<file path="src/iwc_consts.svh">
`ifndef IWC_CONSTS_SVH
`define IWC_CONSTS_SVH

// Register indices; byte address is four times the index
`define IWC_IDX_EDGE      8'hBF
`define IWC_IDX_FLAG      8'hC8
`define IWC_IDX_ENABLE    8'hC9
`define IWC_IDX_MODE      8'hCA
`define IWC_IDX_STACK     8'hDF

// Field positions
`define IWC_PIN_BIT       0
`define IWC_TMR_BIT       4
`define IWC_EDGE_FN_BIT   7
`define IWC_EDGE_SEL_LO   3
`define IWC_GIE_BIT       7
`define IWC_SLEEP_BIT     3

// Reset values
`define IWC_EDGE_RST      8'h00
`define IWC_FLAG_RST      2'h0
`define IWC_ENABLE_RST    2'h0
`define IWC_STACK_RST     3'h7
`define IWC_GIE_RST       1'b0
`define IWC_SLEEP_RST     1'b0

// Vector and timing
`define IWC_VECTOR        12'h008
`define IWC_WAKE_CLOCKS   2048

`endif

</file>
<file path="src/iwc_pkg.sv">
package iwc_pkg;

    typedef enum logic [1:0] {
        IWC_RUN   = 2'b00,
        IWC_SLEEP = 2'b01,
        IWC_WARM  = 2'b10
    } iwc_mode_t;

    typedef enum logic [1:0] {
        IWC_SEL_NONE = 2'b00,
        IWC_SEL_RISE = 2'b01,
        IWC_SEL_FALL = 2'b10,
        IWC_SEL_BOTH = 2'b11
    } iwc_edge_sel_t;

endpackage

</file>
<file path="src/iwc_ctrl.sv">
// The APB interface to the registers was left to the implementer.
`timescale 1ns/1ns
`include "iwc_consts.svh"

// What this block does
// Pin flag sets regardless of pin enable
// Vector only when source enable is set
// Accept loads vector 8, pushes one level
// Entry clears global enable, return sets it
// Global enable bit 7 gates service, resets 0
// Enable register: pin bit 0, timer bit 4
// Flag register pin bit 0, timer bit 4
// Software saves accumulator and flags itself
// Return instruction ends service routine
// Edge function off: low wake, falling irq
// Edge function on: select field, any change
// Edge select: reserved, rise, fall, both
// Sleep stops clocks, execution, timer, irqs
// Port level change leaves sleep
// Count 2048 oscillator clocks before running
// Pin trigger wakes from sleep
// Software writes sleep bit to enter sleep
// Timer flag sets on every overflow in run mode
// Mode bit: 0 normal, 1 sleep
// Accept only at instruction boundary
// Single common vector for all sources
module iwc_ctrl
    import iwc_pkg::*;
#(
    parameter int PC_W        = 12,
    parameter int P1_W        = 4,
    parameter int WAKE_CLOCKS = `IWC_WAKE_CLOCKS
) (
    input  wire logic            CORE_CLK_I,
    input  wire logic            RESET_N_I,
    input  wire logic            PSEL_I,
    input  wire logic            PENABLE_I,
    input  wire logic            PWRITE_I,
    input  wire logic [11:0]     PADDR_I,
    input  wire logic [31:0]     PWDATA_I,
    output logic                 PREADY_O,
    output logic [31:0]          PRDATA_O,
    output logic                 PSLVERR_O,
    input  wire logic            INSTR_BOUNDARY_I,
    input  wire logic [PC_W-1:0] NEXT_PC_I,
    input  wire logic            RETURN_FROM_INTERRUPT_I,
    input  wire logic            TIMER_OVERFLOW_I,
    input  wire logic            PIN0_I,
    input  wire logic [P1_W-1:0] PORT1_I,
    output logic                 VECTOR_TAKE_O,
    output logic [PC_W-1:0]      VECTOR_PC_O,
    output logic [PC_W-1:0]      RETURN_ADDR_O,
    output logic                 STACK_PUSH_O,
    output logic                 STACK_POP_O,
    output logic                 CORE_RUN_O,
    output logic                 OSC_RUN_O
);

    if (PC_W < 4 || PC_W > 16 || P1_W < 1 || P1_W > 8 || WAKE_CLOCKS < 1
        || WAKE_CLOCKS > 4095 + 1) begin : g_bad_params
        $error("iwc_ctrl: unsupported parameter values");
    end

    localparam logic [11:0] WAKE_LAST = 12'(WAKE_CLOCKS - 1);

    iwc_mode_t     mode;
    logic [11:0]   wake_cnt;
    logic [1:0]    flag;
    logic [1:0]    enable;
    logic          edge_function_enable;
    iwc_edge_sel_t pin_edge_select;
    logic          global_irq_enable;
    logic [2:0]    stack_level_field;
    logic          sleep_mode_select;
    logic          pin0_prev;
    logic [P1_W-1:0] port1_prev;

    logic          access_done;
    logic          wr;
    logic [7:0]    idx;
    logic          mapped;
    logic [7:0]    rd_byte;
    logic          pin_rise;
    logic          pin_fall;
    logic          pin_trigger;
    logic          pin_wake;
    logic          port1_wake;
    logic          wake;
    logic          take;
    logic [1:0]    hw_set;

    // One wait state: ready rises on the second access cycle
    assign access_done = PSEL_I && PENABLE_I && PREADY_O;
    assign idx         = PADDR_I[9:2];
    assign wr          = access_done && PWRITE_I && mapped;

    always_comb begin
        mapped  = (PADDR_I[1:0] == 2'b00) && (PADDR_I[11:10] == 2'b00);
        rd_byte = 8'h00;
        case (idx)
            `IWC_IDX_EDGE: begin
                rd_byte[`IWC_EDGE_FN_BIT] = edge_function_enable;
                rd_byte[`IWC_EDGE_SEL_LO +: 2] = pin_edge_select;
            end
            `IWC_IDX_FLAG: begin
                rd_byte[`IWC_PIN_BIT] = flag[0];
                rd_byte[`IWC_TMR_BIT] = flag[1];
            end
            `IWC_IDX_ENABLE: begin
                rd_byte[`IWC_PIN_BIT] = enable[0];
                rd_byte[`IWC_TMR_BIT] = enable[1];
            end
            `IWC_IDX_MODE: begin
                rd_byte[`IWC_SLEEP_BIT] = sleep_mode_select;
            end
            `IWC_IDX_STACK: begin
                rd_byte[`IWC_GIE_BIT] = global_irq_enable;
                rd_byte[2:0] = stack_level_field;
            end
            default: begin
                mapped = 1'b0;
            end
        endcase
    end

    always_ff @(posedge CORE_CLK_I or negedge RESET_N_I) begin
        if (!RESET_N_I) begin
            PREADY_O  <= 1'b0;
            PRDATA_O  <= 32'h0000_0000;
            PSLVERR_O <= 1'b0;
        end else begin
            PREADY_O  <= PSEL_I && PENABLE_I && !PREADY_O;
            PSLVERR_O <= PSEL_I && PENABLE_I && !PREADY_O && !mapped;
            if (PSEL_I && PENABLE_I && !PREADY_O) begin
                PRDATA_O <= {24'h00_0000, rd_byte};
            end
        end
    end

    // Pin 0 trigger decode
    assign pin_rise = PIN0_I && !pin0_prev;
    assign pin_fall = !PIN0_I && pin0_prev;

    always_comb begin
        if (!edge_function_enable) begin
            pin_trigger = pin_fall;
            pin_wake    = !PIN0_I;
            port1_wake  = !(&PORT1_I);
        end else begin
            case (pin_edge_select)
                IWC_SEL_RISE: pin_trigger = pin_rise;
                IWC_SEL_FALL: pin_trigger = pin_fall;
                IWC_SEL_BOTH: pin_trigger = pin_rise || pin_fall;
                default:      pin_trigger = 1'b0;
            endcase
            pin_wake   = pin_trigger;
            port1_wake = |(PORT1_I ^ port1_prev);
        end
    end

    assign wake = (mode == IWC_SLEEP) && (pin_wake || port1_wake);

    always_ff @(posedge CORE_CLK_I or negedge RESET_N_I) begin
        if (!RESET_N_I) begin
            pin0_prev  <= 1'b1;
            port1_prev <= '1;
        end else begin
            pin0_prev  <= PIN0_I;
            port1_prev <= PORT1_I;
        end
    end

    // Timer and pin events set no flags while asleep or warming
    assign hw_set[0] = pin_trigger && (mode == IWC_RUN);
    assign hw_set[1] = TIMER_OVERFLOW_I && (mode == IWC_RUN);

    for (genvar i = 0; i < 2; i++) begin : g_flag
        localparam int BIT = (i == 0) ? `IWC_PIN_BIT : `IWC_TMR_BIT;
        always_ff @(posedge CORE_CLK_I or negedge RESET_N_I) begin
            if (!RESET_N_I) begin
                flag[i]   <= 1'(`IWC_FLAG_RST >> i);
                enable[i] <= 1'(`IWC_ENABLE_RST >> i);
            end else begin
                if (hw_set[i]) begin
                    flag[i] <= 1'b1;
                end else if (wr && idx == `IWC_IDX_FLAG) begin
                    flag[i] <= PWDATA_I[BIT];
                end
                if (wr && idx == `IWC_IDX_ENABLE) begin
                    enable[i] <= PWDATA_I[BIT];
                end
            end
        end
    end

    assign take = (mode == IWC_RUN) && INSTR_BOUNDARY_I && global_irq_enable
                  && |(flag & enable);

    always_ff @(posedge CORE_CLK_I or negedge RESET_N_I) begin
        if (!RESET_N_I) begin
            edge_function_enable <= 1'(`IWC_EDGE_RST >> `IWC_EDGE_FN_BIT);
            pin_edge_select      <= iwc_edge_sel_t'(2'(`IWC_EDGE_RST >> `IWC_EDGE_SEL_LO));
        end else if (wr && idx == `IWC_IDX_EDGE) begin
            edge_function_enable <= PWDATA_I[`IWC_EDGE_FN_BIT];
            pin_edge_select      <= iwc_edge_sel_t'(PWDATA_I[`IWC_EDGE_SEL_LO +: 2]);
        end
    end

    always_ff @(posedge CORE_CLK_I or negedge RESET_N_I) begin
        if (!RESET_N_I) begin
            global_irq_enable <= `IWC_GIE_RST;
            stack_level_field <= `IWC_STACK_RST;
        end else begin
            if (take) begin
                global_irq_enable <= 1'b0;
                stack_level_field <= stack_level_field - 3'h1;
            end else if (RETURN_FROM_INTERRUPT_I && mode == IWC_RUN) begin
                global_irq_enable <= 1'b1;
                stack_level_field <= stack_level_field + 3'h1;
            end else if (wr && idx == `IWC_IDX_STACK) begin
                global_irq_enable <= PWDATA_I[`IWC_GIE_BIT];
                stack_level_field <= PWDATA_I[2:0];
            end
        end
    end

    always_ff @(posedge CORE_CLK_I or negedge RESET_N_I) begin
        if (!RESET_N_I) begin
            VECTOR_TAKE_O <= 1'b0;
            VECTOR_PC_O   <= '0;
            RETURN_ADDR_O <= '0;
            STACK_PUSH_O  <= 1'b0;
            STACK_POP_O   <= 1'b0;
        end else begin
            VECTOR_TAKE_O <= take;
            STACK_PUSH_O  <= take;
            STACK_POP_O   <= !take && RETURN_FROM_INTERRUPT_I && mode == IWC_RUN;
            if (take) begin
                VECTOR_PC_O   <= PC_W'(`IWC_VECTOR);
                RETURN_ADDR_O <= NEXT_PC_I;
            end
        end
    end

    // Power mode sequencing
    always_ff @(posedge CORE_CLK_I or negedge RESET_N_I) begin
        if (!RESET_N_I) begin
            mode              <= IWC_RUN;
            wake_cnt          <= 12'h000;
            sleep_mode_select <= `IWC_SLEEP_RST;
            CORE_RUN_O        <= 1'b1;
            OSC_RUN_O         <= 1'b1;
        end else begin
            case (mode)
                IWC_RUN: begin
                    if (wr && idx == `IWC_IDX_MODE) begin
                        sleep_mode_select <= PWDATA_I[`IWC_SLEEP_BIT];
                        if (PWDATA_I[`IWC_SLEEP_BIT]) begin
                            mode       <= IWC_SLEEP;
                            CORE_RUN_O <= 1'b0;
                            OSC_RUN_O  <= 1'b0;
                        end
                    end
                end
                IWC_SLEEP: begin
                    if (wake) begin
                        mode      <= IWC_WARM;
                        wake_cnt  <= 12'h000;
                        OSC_RUN_O <= 1'b1;
                    end
                end
                IWC_WARM: begin
                    if (wake_cnt == WAKE_LAST) begin
                        mode              <= IWC_RUN;
                        sleep_mode_select <= 1'b0;
                        CORE_RUN_O        <= 1'b1;
                    end else begin
                        wake_cnt <= wake_cnt + 12'h001;
                    end
                end
                default: begin
                    mode <= IWC_RUN;
                end
            endcase
        end
    end

    // Checks
    logic [1:0] armed;
    assign armed = flag & enable;

    a_pin_flag_set: assert property (@(posedge CORE_CLK_I) disable iff (!RESET_N_I)
        hw_set[0] |=> flag[0]) else $error("pin flag not set");
    a_timer_flag_set: assert property (@(posedge CORE_CLK_I) disable iff (!RESET_N_I)
        (TIMER_OVERFLOW_I && mode == IWC_RUN) |=> flag[1]) else $error("timer flag not set");
    a_vector_gated: assert property (@(posedge CORE_CLK_I) disable iff (!RESET_N_I)
        VECTOR_TAKE_O |-> $past(armed) != 2'b00) else $error("vector without enabled flag");
    a_vector_needs_gie: assert property (@(posedge CORE_CLK_I) disable iff (!RESET_N_I)
        VECTOR_TAKE_O |-> $past(global_irq_enable)) else $error("vector with gie low");
    a_vector_addr: assert property (@(posedge CORE_CLK_I) disable iff (!RESET_N_I)
        VECTOR_TAKE_O |-> (VECTOR_PC_O == PC_W'(8)) && STACK_PUSH_O) else $error("bad vector");
    a_gie_cleared: assert property (@(posedge CORE_CLK_I) disable iff (!RESET_N_I)
        take |=> !global_irq_enable ##1 !VECTOR_TAKE_O) else $error("gie not cleared");
    a_gie_restored: assert property (@(posedge CORE_CLK_I) disable iff (!RESET_N_I)
        (RETURN_FROM_INTERRUPT_I && !take && mode == IWC_RUN) |=> global_irq_enable && STACK_POP_O)
        else $error("return did not restore gie");
    a_boundary_only: assert property (@(posedge CORE_CLK_I) disable iff (!RESET_N_I)
        VECTOR_TAKE_O |-> $past(INSTR_BOUNDARY_I) && (RETURN_ADDR_O == $past(NEXT_PC_I)))
        else $error("vector off boundary");
    a_sleep_quiet: assert property (@(posedge CORE_CLK_I) disable iff (!RESET_N_I)
        (mode == IWC_SLEEP) |-> !CORE_RUN_O && !OSC_RUN_O && !take) else $error("active in sleep");
    a_sleep_entry: assert property (@(posedge CORE_CLK_I) disable iff (!RESET_N_I)
        (wr && idx == `IWC_IDX_MODE && mode == IWC_RUN && PWDATA_I[`IWC_SLEEP_BIT])
        |=> mode == IWC_SLEEP) else $error("no sleep entry");
    a_wake_exit: assert property (@(posedge CORE_CLK_I) disable iff (!RESET_N_I)
        wake |=> mode == IWC_WARM && OSC_RUN_O && !CORE_RUN_O) else $error("no wake");
    a_warm_length: assert property (@(posedge CORE_CLK_I) disable iff (!RESET_N_I)
        ($past(mode) == IWC_WARM && mode == IWC_RUN) |-> $past(wake_cnt) == WAKE_LAST)
        else $error("wrong wake count");

    c_vector: cover property (@(posedge CORE_CLK_I) disable iff (!RESET_N_I)
        VECTOR_TAKE_O ##[1:50] STACK_POP_O);
    c_wake: cover property (@(posedge CORE_CLK_I) disable iff (!RESET_N_I)
        mode == IWC_WARM ##1 mode == IWC_RUN);
    c_masked_flag: cover property (@(posedge CORE_CLK_I) disable iff (!RESET_N_I)
        flag[0] && !enable[0] && global_irq_enable);

endmodule

</file>
<file path="config.mk">
export PLATFORM = sky130hd
export DESIGN_NAME = iwc_ctrl
export DESIGN_NICKNAME = d
export VERILOG_FILES = /design/src/iwc_pkg.sv /design/src/iwc_ctrl.sv
export VERILOG_INCLUDE_DIRS = /design/src
export SDC_FILE = /design/constraint.sdc
export NUM_CORES = 1
export LEC_CHECK = 0
export BUFFER_PORTS_ARGS = -buffer_cell sky130_fd_sc_hd__buf_2
export CELL_PAD_IN_SITES_DETAIL_PLACEMENT = 1
export CELL_PAD_IN_SITES_GLOBAL_PLACEMENT = 1
export CORE_MARGIN = 2
export CORE_UTILIZATION = 38
export DETAILED_ROUTE_END_ITERATION = 10
export GPL_TIMING_DRIVEN = 1
export PLACE_DENSITY = 0.88
export SLEW_MARGIN = 20
export SYNTH_ARGS = -nofsm -noshare
export SYNTH_HDL_FRONTEND = slang
export SYNTH_SLANG_ARGS = --single-unit
export TNS_END_PERCENT = 100
</file>
<file path="constraint.sdc">
create_clock -name CORE_CLK_I -period 3.69 [get_ports CORE_CLK_I]
set_clock_uncertainty 0.05 [all_clocks]
set_input_delay 1.107 -clock CORE_CLK_I [delete_from_list [all_inputs] [get_ports CORE_CLK_I]]
set_output_delay 1.107 -clock CORE_CLK_I [all_outputs]
set_load 0.02 [all_outputs]
</file>
==> summary.txt <==
Floorplanning
  • Top Ports: around 130
  • Area of the core region: between 7000 and 8000 um2
  • Horiz. Die Dim: approximately 94 um
  • Floorplan die area: around 9000 um2
  • Starting utilization of the core area: approximately two fifths
  • Cell Rows: 32
  • Die H: approximately 94 um

Clock tree
  • Clock buffer count from CTS: 5
  • Clock insertion delay at the later pin of the skew report: slightly above 0.3 ns
  • Maximum buffer depth of the clock tree: 2
  • Root Buffer Master: sky130_fd_sc_hd__clkbuf_8
  • Buffer count from post-CTS setup fixing: 0
  • CTS tree: done
  • Cts-stage hold buffer count: 0
  • Clock slew at reported path FFs: around 0.10 ns
  • Number of sinks on the clock net: 56
  • H-tree lvl count: 2
  • PostCTS Resize Cnt: 0

Layout
  • Layout Area Growth over Synthesis: 14.5%
  • Share of final-layout standard cells stronger than drive strength 1: about 28%
  • Util after Layout: 45.2%
  • Count of fill cells added during filler insertion: 931
  • Antenna diode count: 0
  • Final net count: 462
  • Flip-flop and latch area: ~1400 um2
  • Area of combinational cells with multiple inputs: between 1000 and 1500 um2
  • Non-filler instance count after layout: roughly 490

Routing
  • Drt total wl: around 7600 um
  • Total via count in the routed design: approximately 2600
  • DRT antenna net count: 0
  • DRT Pass-1 Iters: 4
  • Via density: around 5.2
  • Residual DRC count: 0
  • Post-DR wirelength/cell: 15.5 um
  • Starting DRC count in detailed routing: 97

Logic synthesis
  • Distinct cell type count after synthesis: slightly above 50
  • Post-Synth XOR/XNOR Area: around 2%
  • Post-synthesis instance total: around 320
  • Fraction of the mapped netlist area in compound gates: ~14%
  • Number of enable flip-flop cells after synthesis: 0
  • Number of synthesized register bits: 56
  • Leading area contributor after synthesis: sky130_fd_sc_hd__dfrtp_1
  • Synth top area cells: sky130_fd_sc_hd__dfrtp_1, sky130_fd_sc_hd__buf_4, sky130_fd_sc_hd__dfstp_2
  • Share of the synthesized area in the top cell type: roughly 37%
  • Synth Area in Simple Gates: about a fifth
  • Post-synth design cell area: between 3000 and 4000 um2
  • Main combinational cell family by area after synthesis: simple AND/OR/NAND/NOR gates
  • Synth Area in Adders: 2.03%
  • Average cell area after synthesis: 9.69 um2
  • Synth warnings: 0
  • Register area share after synthesis: roughly 46%
  • Fraction of registers with async set or reset after synthesis: 100%
  • Share of cell area taken by muxes after synthesis: under 10%
  • Dominant synthesized flop cell: sky130_fd_sc_hd__dfrtp_1

Power and ir drop
  • Power per standard cell area: around 330 nW/um2
  • Cell internal power dissipation: approximately 0.0009 W
  • Proportion of power drawn by combinational gates: 11.1%
  • Worst voltage drop across the vdd grid: around 0.13 mV
  • Switching component of the power: just over 0.0003 W
  • Switching share of total power: about a quarter
  • Proportion of power drawn by the clock network: between 30% and 40%
  • Sequential cell fraction of total power: a little over half
  • Leakage dissipation: about 1.8 nW

GRT
  • First-pass GRT wire length: 12700 um
  • Number of antenna violations at the first check in global routing: 0
  • Total congestion overflow: 0
  • Largest net degree at the start of global routing: 57
  • Global-route usage over all layers: 17.9%
  • Number of global-route vias before repair: 2621

Timing
  • Final worst path period share: 68.3%
  • Rel. slew slack: between 20% and 30%
  • Tightest hold margin: between 0.4 and 0.5 ns
  • Maximum operating frequency: between 300 and 400 MHz
  • Setup total negative slack: 0 ns
  • Tmin final: 2.52 ns
  • Final-report max-slew violation count: 0
  • Setup violations, final: 0
  • Setup repair after global routing missed its margin: no
  • Slew @ Worst Pin: between 1 and 1.5 ns
  • Number of hold violations in the final report: 0

Place
  • Routability cong.: 0.808
  • DP HPWL: about 5600 um
  • Cell total after placement: roughly 480
  • Port-buffer cells: 68

Status
  • Result of the run: finished, final reports clean

Worst setup path
  • Critical path launch point type: input pin
  • Worst Setup End Kind: flop
  • Critical setup path kind: in2reg
  • CP peak stage delay: just under 0.6 ns
  • Crit path DAT: 2.67 ns
  • Slowest CP cell: sky130_fd_sc_hd__or4_4
  • CP required: 3.84 ns
  • Cell family with the largest share of critical-path delay: simple AND/OR/NAND/NOR gates
  • Critical path peak fanout: 4
  • Crit path cell chain: buf_2 -> or4_4 -> nor4_2 -> mux2_2
  • Buffering stage count on the worst path with inverters included: 1

Run
  • Max-cap viol count: 0

Worst hold path
  • Hold/Removal Path Class: reg2reg
## power by group through the flow
| stage | logic, W | registers (W) | clock network [W] |
|---|---|---|---|
| global route | 0.000146 | 0.000642 | 0.000445 |
| detailed placement | 0.000132 | 0.000652 | 0 |
| CTS | 0.000133 | 0.000640 | 0.000419 |
| floorplan | 0.000103 | 0.000653 | 0 |
| global placement | 0.000127 | 0.000651 | 0 |
| finish | 0.000132 | 0.000640 | 0.000409 |
## synth_stat cells, types with 7 or more instances
cell type and n:
sky130_fd_sc_hd__nand4_1 9, sky130_fd_sc_hd__a22oi_1 11, sky130_fd_sc_hd__nand3_1 8, sky130_fd_sc_hd__buf_4 38, sky130_fd_sc_hd__o21ai_0 12, sky130_fd_sc_hd__nor2_1 7
sky130_fd_sc_hd__dfstp_2 10, sky130_fd_sc_hd__nand2_1 56, sky130_fd_sc_hd__inv_1 10, sky130_fd_sc_hd__dfrtp_1 46, sky130_fd_sc_hd__a21oi_1 8
## stage by stage
stage          power [W]  worst slack [ns]  instance area (um2)
6_report         0.00118              1.17                 3530
3_3_place_gp    0.000778             0.857                 3410
4_1_cts          0.00119              1.18                 3520
5_1_grt          0.00123             0.959                 3530
2_1_floorplan   0.000755              1.09                 3220
3_5_place_dp    0.000784             0.848                 3410
## final cells by class
type	instances	area share [%]
multi-input combinational	243	41.3
sequential	56	40.1
timing repair buffer	72	10.9
tap	102	3.62
clock buffer	6	2.06
inverter	10	1.06
clock inverter	2	0.993
## worst reg2reg max path, cell delays in order (launching register included)
cell	delay [ns]
sky130_fd_sc_hd__dfrtp_1	0.47
sky130_fd_sc_hd__nor2_1	0.48
sky130_fd_sc_hd__nand4_1	0.63
sky130_fd_sc_hd__inv_1	0.60
sky130_fd_sc_hd__nand2_1	0.11
sky130_fd_sc_hd__nand2_1	0.08
## per-layer routing
| metal | up-vias | global-route usage [%] | share of wire [%] |
|---|---|---|---|
| met5 | - | 0 | 0 |
| met4 | 0 | 4.83 | 1.2 |
| met3 | 7 | 3.53 | 5.3 |
| met2 | 83 | 31.7 | 51 |
| met1 | 1280 | 22.3 | 42 |
| li1 | 1200 | - | - |
## state kept, by name (all words and copies together) (netlist names), 2 cells and up
name,cells
RETURN_ADDR_O,12
wake_cnt,12
PRDATA_O,6
port1_prev,4
stack_level_field,3
enable,2
flag,2
mode,2
pin_edge_select,2
## placed cells by master, fill, tap and decap left out, drive strengths merged, types with 8 or more instances in the layout
cell   Yosys  layout
nand4      9       9
a22oi     11      11
nand2     56      56
a21oi      8       8
dfstp     10      10
nand3      8       8
o21ai     12      12
inv       10      10
conb       1      37
nor2       9       9
dfrtp     46      46
buf       41      72
## worst paths after layout
check / slack [ns] / depth (start not counted) / start / to
setup / recovery: 1.17 / 4 / PADDR_I[1] / edge_function_enable$_DFFE_PN0P_
hold / removal: 0.43 / 1 / VECTOR_PC_O[3]$_DFFE_PN0P_ / VECTOR_PC_O[3]$_DFFE_PN0P_
setup reg to reg: 1.22 / 5 / mode[1]$_DFFE_PN0P_ / RETURN_ADDR_O[9]$_DFFE_PN0P_
hold reg to reg: 0.43 / 1 / VECTOR_PC_O[3]$_DFFE_PN0P_ / VECTOR_PC_O[3]$_DFFE_PN0P_
max in group asynchronous: 2.56 / 2 / RESET_N_I / port1_prev[3]$_DFF_PN1_
min in group asynchronous: 0.72 / 2 / RESET_N_I / wake_cnt[10]$_DFFE_PN0P_
## logic make-up after synthesis
| family | after synthesis |
|---|---|
| other | 1 |
| multiplexers | 9 |
| flip-flops | 56 |
| XOR/XNOR | 7 |
| buffers and inverters | 55 |
| adder cells (fa/ha/maj) | 5 |
| AO/OA/AOI/OAI | 63 |
| AND/OR/NAND/NOR | 122 |
No activity file was read; power rests on OpenSTA's default activity.
